File: config.mk
export PLATFORM = sky130hd
export DESIGN_NAME = cgt_trim
export DESIGN_NICKNAME = d
export VERILOG_FILES = /design/src/verilog/cgt_pkg.sv /design/src/verilog/cgt_trim.sv
export SDC_FILE = /design/constraint.sdc
export NUM_CORES = 2
export LEC_CHECK = 0
export ABC_AREA = 1
export ABC_CLOCK_PERIOD_IN_PS = 12700
export BUFFER_PORTS_ARGS = -buffer_cell sky130_fd_sc_hd__buf_2
export CORE_MARGIN = 2
export CORE_UTILIZATION = 55
export DETAILED_ROUTE_END_ITERATION = 7
export GPL_TIMING_DRIVEN = 1
export HOLD_SLACK_MARGIN = 0.08
export PLACE_DENSITY = 0.78
export SYNTH_ARGS = -nofsm -noshare
export SYNTH_HDL_FRONTEND = slang
export SYNTH_SLANG_ARGS = --single-unit
File: constraint.sdc
create_clock -name clock -period 12.7 [get_ports clock]
set_clock_uncertainty 0.05 [all_clocks]
set_input_delay 2.54 -clock clock [delete_from_list [all_inputs] [get_ports clock]]
set_output_delay 2.54 -clock clock [all_outputs]
set_load 0.01 [all_outputs]
File: src/verilog/cgt_pkg.sv
// Package for the per-channel gain, phase and volume trim block.
// Assumes a single 40 MHz clock and an 8-bit register port in the same domain.
package cgt_pkg;

   // Register offsets.
   localparam logic [7:0] CH2_GAIN_TRIM_CFG_OFS   = 8'h44;
   localparam logic [7:0] CH2_PHASE_DELAY_CFG_OFS = 8'h45;
   localparam logic [7:0] CH3_VOLUME_CFG_OFS      = 8'h48;
   localparam logic [7:0] CH3_GAIN_TRIM_CFG_OFS   = 8'h49;

   // Values after reset.
   localparam logic [7:0] GAIN_TRIM_RST   = 8'h80;
   localparam logic [7:0] PHASE_DELAY_RST = 8'h00;
   localparam logic [7:0] VOLUME_RST      = 8'hc9;

   // Field layout: gain code in the high nibble, low nibble reserved.
   localparam int         GAIN_CODE_LSB  = 4;
   localparam logic [7:0] GAIN_WR_MASK   = 8'hf0;

   // Volume code of 0 dB and the offset that makes the index non-negative.
   localparam logic [8:0] VOL_UNITY      = 9'h0c9;
   localparam logic [8:0] VOL_BIAS       = 9'h0cc;
   localparam logic [4:0] VOL_OCT_UNITY  = 5'h11;
   localparam int         COEF_FRAC      = 14;

   // Sample width and phase history length in modulator cycles.
   localparam int SAMPLE_W   = 24;
   localparam int PHASE_MAX  = 255;

   // One decimated sample with its strobe.
   typedef struct packed {
      logic                valid;
      logic [SAMPLE_W-1:0] data;
   } cgt_sample_t;

   // Register port request.
   typedef struct packed {
      logic       wr;
      logic       rd;
      logic [7:0] addr;
      logic [7:0] wdata;
   } cgt_reg_req_t;

   // Linear gain for a 4-bit trim code, 0.1 dB per step, Q2.14.
   function automatic logic [15:0] gain_coef(input logic [3:0] code);
      logic [15:0] c;
      c = 16'h4000;
      case (code)
         4'h0: c = 16'h3a5f;
         4'h1: c = 16'h3b0b;
         4'h2: c = 16'h3bba;
         4'h3: c = 16'h3c6c;
         4'h4: c = 16'h3d1e;
         4'h5: c = 16'h3dd4;
         4'h6: c = 16'h3e8b;
         4'h7: c = 16'h3f44;
         4'h8: c = 16'h4000;
         4'h9: c = 16'h40be;
         4'ha: c = 16'h417e;
         4'hb: c = 16'h4240;
         4'hc: c = 16'h4304;
         4'hd: c = 16'h43cb;
         4'he: c = 16'h4494;
         4'hf: c = 16'h455f;
         default: c = 16'h4000;
      endcase
      return c;
   endfunction

   // Linear gain for 0 to 11 half-dB steps within one octave, Q2.14.
   function automatic logic [15:0] vol_fine_coef(input logic [3:0] idx);
      logic [15:0] c;
      c = 16'h4000;
      case (idx)
         4'h0: c = 16'h4000;
         4'h1: c = 16'h43cb;
         4'h2: c = 16'h47cf;
         4'h3: c = 16'h4c11;
         4'h4: c = 16'h5092;
         4'h5: c = 16'h5559;
         4'h6: c = 16'h5a67;
         4'h7: c = 16'h5fc2;
         4'h8: c = 16'h656f;
         4'h9: c = 16'h6b72;
         4'ha: c = 16'h71cf;
         4'hb: c = 16'h788e;
         default: c = 16'h4000;
      endcase
      return c;
   endfunction

endpackage

File: src/verilog/cgt_trim.sv
// Per-channel trim: gain trim and phase delay for channel 2, gain trim and volume for channel 3.
// Assumes register port, sample streams and modulator tick are on clock; the PDM pin is asynchronous.
// Overview of operation
// - Gain trim code 0 gives -0.8 dB, each step adds 0.1 dB, code 8 is unity and code 15 gives +0.7 dB.
// - Each gain trim register resets to 0x80, so the code is 8 and the reserved nibble is zero.
// - The phase delay code delays the channel by that many modulator cycles, 1 up to 255.
// - Phase delay code zero adds no delay, and the phase register resets to zero.
// - Volume code zero mutes the channel's output samples completely.
// - Nonzero volume codes scale in 0.5 dB steps, code 1 is -100 dB, 201 is 0 dB and 255 is +27 dB.
// - Each volume register resets to 0xC9, which is 0 dB.
// - The reserved low nibble of a gain trim register reads zero and only zero is stored there.
`timescale 1ns/100ps
module cgt_trim (
   input  wire logic                   clock,
   input  wire logic                   sys_rst,
   input  wire cgt_pkg::cgt_reg_req_t  reg_req,
   output logic [7:0]                  reg_rdata,
   input  wire logic                   mod_tick,
   input  wire logic                   ch2_pdm_in,
   output logic                        ch2_pdm_out,
   input  wire cgt_pkg::cgt_sample_t   ch2_sample_in,
   output cgt_pkg::cgt_sample_t        ch2_sample_out,
   input  wire cgt_pkg::cgt_sample_t   ch3_sample_in,
   output cgt_pkg::cgt_sample_t        ch3_sample_out
);
   import cgt_pkg::*;

   typedef struct packed {
      logic [7:0]           ch2_gain_trim_cfg;
      logic [7:0]           ch2_phase_delay_cfg;
      logic [7:0]           ch3_volume_cfg;
      logic [7:0]           ch3_gain_trim_cfg;
      logic [7:0]           rdata;
      logic [1:0]           pdm_sync;
      logic [PHASE_MAX-1:0] pdm_hist;
      logic                 pdm_out;
      cgt_sample_t          ch2_out;
      cgt_sample_t          ch3_mid;
      cgt_sample_t          ch3_out;
   } cgt_state_t;

   localparam cgt_state_t STATE_RST = '{
      ch2_gain_trim_cfg:   GAIN_TRIM_RST,
      ch2_phase_delay_cfg: PHASE_DELAY_RST,
      ch3_volume_cfg:      VOLUME_RST,
      ch3_gain_trim_cfg:   GAIN_TRIM_RST,
      rdata:               8'h00,
      pdm_sync:            2'h0,
      pdm_hist:            '0,
      pdm_out:             1'b0,
      ch2_out:             '0,
      ch3_mid:             '0,
      ch3_out:             '0
   };

   cgt_state_t state;
   cgt_state_t next_state;

   // Clamps a wide signed value to the sample range.
   function automatic logic [SAMPLE_W-1:0] saturate(input logic signed [63:0] v);
      logic signed [63:0] hi;
      logic signed [63:0] lo;
      hi = 64'sh0000_0000_007f_ffff;
      lo = -64'sh0000_0000_0080_0000;
      if (v > hi) begin
         return hi[SAMPLE_W-1:0];
      end else if (v < lo) begin
         return lo[SAMPLE_W-1:0];
      end
      return v[SAMPLE_W-1:0];
   endfunction

   // Applies the 4-bit gain trim to one sample.
   function automatic logic [SAMPLE_W-1:0] apply_gain(input logic [SAMPLE_W-1:0] s,
                                                      input logic [7:0] cfg);
      logic signed [63:0] p;
      p = 64'($signed(s)) * 64'($signed({1'b0, gain_coef(cfg[7:GAIN_CODE_LSB])}));
      return saturate(p >>> COEF_FRAC);
   endfunction

   // Applies the volume code: fine half-dB step from a table, coarse octave by shifting.
   function automatic logic [SAMPLE_W-1:0] apply_volume(input logic [SAMPLE_W-1:0] s,
                                                        input logic [7:0] vol);
      logic [8:0]         idx;
      logic [4:0]         oct;
      logic [3:0]         fine;
      logic signed [63:0] p;
      idx  = 9'({1'b0, vol}) + VOL_BIAS - VOL_UNITY;
      oct  = 5'(idx / 9'd12);
      fine = 4'(idx % 9'd12);
      p    = 64'($signed(s)) * 64'($signed({1'b0, vol_fine_coef(fine)}));
      p    = (p <<< oct) >>> (COEF_FRAC + 32'(VOL_OCT_UNITY));
      if (vol == 8'h00) begin
         return '0;
      end
      return saturate(p);
   endfunction

   // Next state: register port, phase delay line and sample scaling.
   always_comb begin
      next_state = state;
      // Register writes; gain trim stores only the code nibble.
      if (reg_req.wr) begin
         if (reg_req.addr == CH2_GAIN_TRIM_CFG_OFS) begin
            next_state.ch2_gain_trim_cfg = reg_req.wdata & GAIN_WR_MASK;
         end else if (reg_req.addr == CH2_PHASE_DELAY_CFG_OFS) begin
            next_state.ch2_phase_delay_cfg = reg_req.wdata;
         end else if (reg_req.addr == CH3_VOLUME_CFG_OFS) begin
            next_state.ch3_volume_cfg = reg_req.wdata;
         end else if (reg_req.addr == CH3_GAIN_TRIM_CFG_OFS) begin
            next_state.ch3_gain_trim_cfg = reg_req.wdata & GAIN_WR_MASK;
         end
      end
      // Register reads; unmapped offsets read zero.
      if (reg_req.rd) begin
         if (reg_req.addr == CH2_GAIN_TRIM_CFG_OFS) begin
            next_state.rdata = state.ch2_gain_trim_cfg & GAIN_WR_MASK;
         end else if (reg_req.addr == CH2_PHASE_DELAY_CFG_OFS) begin
            next_state.rdata = state.ch2_phase_delay_cfg;
         end else if (reg_req.addr == CH3_VOLUME_CFG_OFS) begin
            next_state.rdata = state.ch3_volume_cfg;
         end else if (reg_req.addr == CH3_GAIN_TRIM_CFG_OFS) begin
            next_state.rdata = state.ch3_gain_trim_cfg & GAIN_WR_MASK;
         end else begin
            next_state.rdata = 8'h00;
         end
      end
      // Pin synchroniser; only the second stage feeds the delay line.
      next_state.pdm_sync = {state.pdm_sync[0], ch2_pdm_in};
      // Delay line advances once per modulator cycle and taps the selected age.
      if (mod_tick) begin
         next_state.pdm_hist = {state.pdm_hist[PHASE_MAX-2:0], state.pdm_sync[1]};
         if (state.ch2_phase_delay_cfg == 8'h00) begin
            next_state.pdm_out = state.pdm_sync[1];
         end else begin
            next_state.pdm_out = state.pdm_hist[state.ch2_phase_delay_cfg - 8'h01];
         end
      end
      // Channel 2 gain trim, one cycle of latency.
      next_state.ch2_out.valid = ch2_sample_in.valid;
      if (ch2_sample_in.valid) begin
         next_state.ch2_out.data = apply_gain(ch2_sample_in.data, state.ch2_gain_trim_cfg);
      end
      // Channel 3 gain trim then volume, cascaded so the dB values add.
      next_state.ch3_mid.valid = ch3_sample_in.valid;
      if (ch3_sample_in.valid) begin
         next_state.ch3_mid.data = apply_gain(ch3_sample_in.data, state.ch3_gain_trim_cfg);
      end
      next_state.ch3_out.valid = state.ch3_mid.valid;
      if (state.ch3_mid.valid) begin
         next_state.ch3_out.data = apply_volume(state.ch3_mid.data, state.ch3_volume_cfg);
      end
   end

   // State register with reset values for every setting.
   always_ff @(posedge clock or posedge sys_rst) begin
      if (sys_rst) begin
         state <= STATE_RST;
      end else begin
         state <= next_state;
      end
   end

   // Outputs straight from the state register.
   assign reg_rdata      = state.rdata;
   assign ch2_pdm_out    = state.pdm_out;
   assign ch2_sample_out = state.ch2_out;
   assign ch3_sample_out = state.ch3_out;

endmodule // cgt_trim
# Word level (Yosys, flattened, before mapping)
# Memories as Yosys holds them, arrays and structs flattened.
# Index checks and enable logic that the tools add are counted.
# Widths: inputs -> output; s select.
dict set report word_totals {
  in_bits 72
  reg_bits 365
  elab_cells 79
  rom_bits 704
  n_memories 3
}
dict set report classes {
  reduce_logical 6
  n_addsub 3
  n_mux 33
  mul 3
  shift 1
  n_bitwise 3
  n_eq_ne 4
  magnitude_cmp 7
  div_mod_pow 2
}
# name words word_bits read_ports rd_clocked_by_memory_dff write_ports line_no
set mem_list {}
lappend mem_list {{(name not given)} 16 15 1 0 0 cgt_pkg.sv:48} ;# case (code)
lappend mem_list {{(name not given)} 16 15 1 0 0 cgt_pkg.sv:48}
lappend mem_list {{(name not given)} 16 14 1 0 0 cgt_pkg.sv:74} ;# case (idx)
# operator count
set op_table {}
lappend op_table {{$mux 24} 11}
lappend op_table {{$mul 24x17->41} 3}
lappend op_table {{$sshl 41x5->64} 1}
lappend op_table {{$gt 27x24->1 const B} 2}
lappend op_table {{$lt 27x24->1 const B} 2}
lappend op_table {{$mux 16} 3}
lappend op_table {{$gt 33x24->1 const B} 1}
lappend op_table {{$lt 33x24->1 const B} 1}
lappend op_table {{$eq 8x7->1 const B} 4}
lappend op_table {{$mux 8} 4}
lappend op_table {{$logic_not 8->1} 2}
lappend op_table {{$mux 1} 14}
lappend op_table {{$add 8x8->9 const B} 1}
lappend op_table {{$div 9x4->9 const B} 1}
lappend op_table {{$lt 8x9->1 const B} 1}
lappend op_table {{$mod 9x4->9 const B} 1}
lappend op_table {{$sub 9x8->9 const B} 1}
lappend op_table {{$bmux 1 s8} 1}
lappend op_table {{$sub 8x1->8 const B} 1}
lappend op_table {{$reduce_and 5->1} 1}
lappend op_table {{$reduce_and 4->1} 1}
lappend op_table {{$not 1->1} 3}
lappend op_table {{$reduce_and 3->1} 1}
lappend op_table {{$reduce_and 2->1} 1}

# Depth between registers and ports, before layout
# An unclocked memory read counts as a cell.
dict set report depth {
  depth_word 14
  ltp_mapped 69
  mapped_depth_nobuf 67
}

# Least setup slack after synthesis
# Ideal clock, no wire load.
dict set report synth_timing {
  path_kind {register to register}
  from {reg state[349] in the netlist's numbering}
  to {reg state (netlist bit ch3_sample_out[0])}
  path_stages_with_launch 58
  n_path_buf 3
  setup_ns 0.116
  arrival_time_ns 10.010
  slack_ns 2.523
  cell_sequence {dfstp_2 -> inv_1 -> ha_1 -> nor2_4 -> nand2_1 -> nand2_1 -> nand2_2 -> o21ai_2 -> nand2_1 -> nand2_1 -> inv_2 -> a21oi_1 -> nor2_1 -> o21bai_4 -> nand3_4 -> nand2_4 -> buf_6 -> nand2_1 -> [22 not listed] -> nor2_1 -> nand3_1 -> nand3_1 -> xor2_1 -> inv_1 -> nand3_1 -> nand3_1 -> nand3_1 -> nand3_1 -> nand3_1 -> nand3_1 -> nor2_1 -> nand2_2 -> nand2_2 -> buf_4 -> nand3_1 -> nand2_1 -> nand2_1}
}
dict set report synth_between {
  elab_chain_cells 14
  word_cells_on_any_way 20
  classes_between {2 x add/sub; 1 x mul; 2 x div; 2 x order compare; 1 x shift; 10 x mux; 1 x reduce/logical; 1 x memory}
}
# item line_no
set synth_lines {}
lappend synth_lines {{start, declared} cgt_trim.sv:56} ;# cgt_state_t state;
lappend synth_lines {{start signal, assigned} cgt_trim.sv:160} ;# state <= next_state;
lappend synth_lines {{$add 8x8->9} cgt_trim.sv:88} ;# idx = 9'({1'b0, vol}) + VOL_BIAS - VOL_UNITY;
lappend synth_lines {{$sub 9x8->9} cgt_trim.sv:88}
lappend synth_lines {{$mod 9x4->9} cgt_trim.sv:90} ;# fine = 4'(idx % 9'd12);
lappend synth_lines {{$mem_v2 16x14} n/a}
lappend synth_lines {{$mux 16} cgt_trim.sv:150} ;# if (state.ch3_mid.valid) begin
lappend synth_lines {{$mul 24x17->41} cgt_trim.sv:91} ;# p = 64'($signed(s)) * 64'($signed({1'b0, vol_fine_coef(fine)}));
lappend synth_lines {{$sshl 41x5->64} cgt_trim.sv:92} ;# p = (p <<< oct) >>> (COEF_FRAC + 32'(VOL_OCT_UNITY));
lappend synth_lines {{$lt 33x24->1} cgt_trim.sv:67} ;# end else if (v < lo) begin
lappend synth_lines {{$mux 1} cgt_trim.sv:67}
lappend synth_lines {{$mux 1} cgt_trim.sv:65} ;# if (v > hi) begin
lappend synth_lines {{$mux 1} cgt_trim.sv:96} ;# return saturate(p);
lappend synth_lines {{$mux 1} cgt_trim.sv:150}
lappend synth_lines {{$mux 24} cgt_trim.sv:70} ;# return v[SAMPLE_W-1:0];
lappend synth_lines {{$mux 24 (*)} cgt_trim.sv:96}
# Mark *: on every way between the ends. The rest lies on a longest branch, timed or not. The select of a mux whose other input is x is not followed.
# A chain may end at the register's enable or synchronous reset.

# Worst setup path in the final report
dict set report layout_timing {
  from {reg state[349] in the netlist's numbering}
  to {reg state (netlist bit ch3_sample_out[4])}
}
# The elaborated chain is that of the path after synthesis.

==> impl_metrics.json <==
{
  "status": "completed",
  "worstPathMaxFanout": 22,
  "antenna_left": 0,
  "cts_root_buffer": "clkbuf_16",
  "hpwl_mm": 114.5,
  "maxCapViolations": 0,
  "finalSetupViolCount": 0,
  "initial_core_util_pct": 55.37,
  "grt_pass1_wl_mm": 243.5,
  "synthTopCellsByArea": "fa_1 (36%), dfrtp_1 (15%), inv_1 (11%), nand2_1 (9.6%), ha_1 (6.7%)",
  "h-tree-depth": 2,
  "dp_slack_ps": 401.8,
  "grt_pass1_vias": 48613,
  "die_h_um": 329.5,
  "synth_ff_type": "dfrtp_1",
  "place_congestion": 0.9409,
  "fmax_mhz": 85.24,
  "startpoint": "state[349]",
  "finalHoldViolCount": 0,
  "grt_max_degree": 177,
  "reg2reg_from": "state[349]",
  "synth.distinct_cells": 57,
  "cts_hold_buffers": 0,
  "grtUsageTotal_pct": 27.77,
  "clk-insertion-delay-late_ps": 620,
  "cts_tree": "yes",
  "end_kind": "flip-flop",
  "yosysTopAreaCellShare_pct": 35.86,
  "fin_crit_ps": 11730,
  "utilization_pct": 57.84,
  "yosys.area.top_type": "fa_1",
  "syn2layout_area_growth_pct": 4.454,
  "io_buffer_count": 130,
  "synth.cell_area_um2": 58290,
  "crit_arrival_ps": 12200,
  "drv_slew": 0,
  "layout_setup_ws_ps": 969.0,
  "synthArstFlopShare_pct": 100.0,
  "synth_warnings": 0,
  "drt_iter0_drc": 3898,
  "synth_edf_count": 0,
  "vias": 46768,
  "cts_buffer_depth": 3,
  "wl_per_cell_um": 16.88,
  "drive_gt1_share_pct": 4.505,
  "fin_crit_sh_pct": 92.37,
  "cts_buffers": 41,
  "path_clk_slew_ps": 60,
  "antenna_found_initial": 9,
  "rsz0062_at_grt": "false",
  "die_w_um": 329.5,
  "holdPathStages": 0,
  "std_cell_rows": 119,
  "hold_end": "state[332]",
  "core-area_um2": 105300,
  "cp_slowest_cell": "fa_1",
  "via_per_inst": 5.405,
  "drc": 0,
  "tightest_slew_ps": 1103,
  "setup_tns_ps": 0,
  "startpoint_type": "flip-flop",
  "synthCells": 7377,
  "drt_pass1_iterations": 6,
  "relSlewSlack_pct": 26.45,
  "num_io_pins": 131,
  "r2r_end": "ch3_sample_out[4]",
  "fin_nets": 8657,
  "hp-class": "flip-flop to flip-flop",
  "routed_wl_mm": 146.0,
  "synth.net_count": 8805,
  "grt_overflow_total": 0,
  "die_area_um2": 108600,
  "reg2reg_slack_ps": 970,
  "synth.most_common_cell": "inv_1",
  "required_ps": 13170,
  "slowest_delay_ps": 750,
  "clock_sinks": 365,
  "reg2regPathDepth": 55,
  "avgSynthCellArea_um2": 7.901,
  "critPathKind": "flip-flop to flip-flop",
  "synth-seq-area-share_pct": 15.68,
  "synthTopCellsByCount": "inv_1 (1780), nand2_1 (1491), fa_1 (1044), nor2_1 (575), o21ai_0 (438)",
  "hold_start": "next_state[332]",
  "synth_seq_cells": 365
}
## worst max-delay path, delay by kind of cell (launching register included)
family	cells	cell delay, ps
AO/OA/AOI/OAI	4	630
XOR/XNOR	1	150
adder cells (fa/ha/maj)	8	4180
buffers and inverters	13	1770
flip-flops	1	650
AND/OR/NAND/NOR	29	4180
## how the worst max path moves through the flow
| stage | endpoint | slack [ps] |
|---|---|---|
| floorplan | ch3_sample_out[0] | 2520 |
| global placement | ch3_sample_out[13] | 870 |
| detailed placement | ch3_sample_out[14] | 400 |
| CTS | ch3_sample_out[6] | 360 |
| global route | ch3_sample_out[1] | 20 |
| finish | ch3_sample_out[4] | 970 |
## per-stage QoR
| stage | hold slack, ps | cell area (um^2) | cells |
|---|---|---|---|
| CTS | 301.5 | 60800 | 8646 |
| detailed placement | 287.9 | 59410 | 8573 |
| floorplan | 281.2 | 58290 | 7377 |
| global placement | 283.9 | 59410 | 8573 |
| global route | 315.6 | 60880 | 8650 |
| finish | 301.0 | 60880 | 8653 |
## timing repair
action | 4_1_cts | 5_1_grt
setup endpoints to repair | 0 | 23
resized for setup | 0 | 9
endpoints found under the hold margin | 0 | 0
setup buffers | 0 | 2
## final cells by class
class | instances | area (um^2)
multi-input combinational | 4843 | 40810
tap | 1391 | 1740
antenna | 3 | 7.507
timing repair buffer | 177 | 1026
inverter | 1801 | 6766
clock inverter | 13 | 195.2
fill | 9330 | 44380
clock buffer | 60 | 1197
sequential | 365 | 9145
## sequential cells by signal, indices dropped and copies added (netlist names)
name            count
ch2_pdm_out         1
ch2_sample_out     25
state             304
ch3_sample_out     25
reg_rdata           8
next_state          2
## layer usage
layer | up-vias | share of wire [%] | global-route usage [%]
met1 | 23039 | 41 | 36.83
met4 | 14 | 3.4 | 8.617
li1 | 21582 | - | -
met3 | 349 | 8.2 | 5.119
met5 | - | 0.062 | 0
met2 | 1784 | 47 | 46.43
## cell usage in the layout, fill, tap and decap left out, types with 10 or more instances in the layout
| cell type | netlist | final |
|---|---|---|
| clkbuf_16 | 0 | 41 |
| o21ai_0 | 438 | 437 |
| xor2_1 | 60 | 59 |
| buf_2 | 17 | 129 |
| a221oi_1 | 19 | 19 |
| inv_1 | 1780 | 1779 |
| o21a_1 | 13 | 13 |
| nand3_1 | 242 | 242 |
| nor2_1 | 575 | 575 |
| a31oi_1 | 17 | 17 |
| xnor2_1 | 38 | 37 |
| o31ai_1 | 13 | 12 |
| buf_4 | 62 | 46 |
| fa_1 | 1044 | 1043 |
| clkbuf_8 | 0 | 10 |
| dfrtp_1 | 359 | 358 |
| o211ai_1 | 44 | 44 |
| nand2_1 | 1491 | 1490 |
| nor3_1 | 18 | 18 |
| nand4_1 | 11 | 11 |
| ha_1 | 312 | 311 |
| clkinv_1 | 11 | 11 |
| or2_2 | 22 | 22 |
| a21oi_1 | 379 | 377 |
| mux2_2 | 20 | 20 |
## cells by family (layout without fill, tap and decap cells)
| family | after synthesis | after routing | synth area share [%] |
|---|---|---|---|
| multiplexers | 23 | 23 | 0.4379 |
| adder cells (fa/ha/maj) | 1356 | 1356 | 42.55 |
| AO/OA/AOI/OAI | 980 | 981 | 9.168 |
| buffers and inverters | 2171 | 2051 | 14.47 |
| XOR/XNOR | 98 | 98 | 1.473 |
| other | 0 | 3 | 0 |
| flip-flops | 365 | 365 | 15.68 |
| AND/OR/NAND/NOR | 2384 | 2385 | 16.22 |
Power is left out: the tool's default activity adds up to more than one toggle a clock period on the data nets, which glitch-free logic cannot reach.
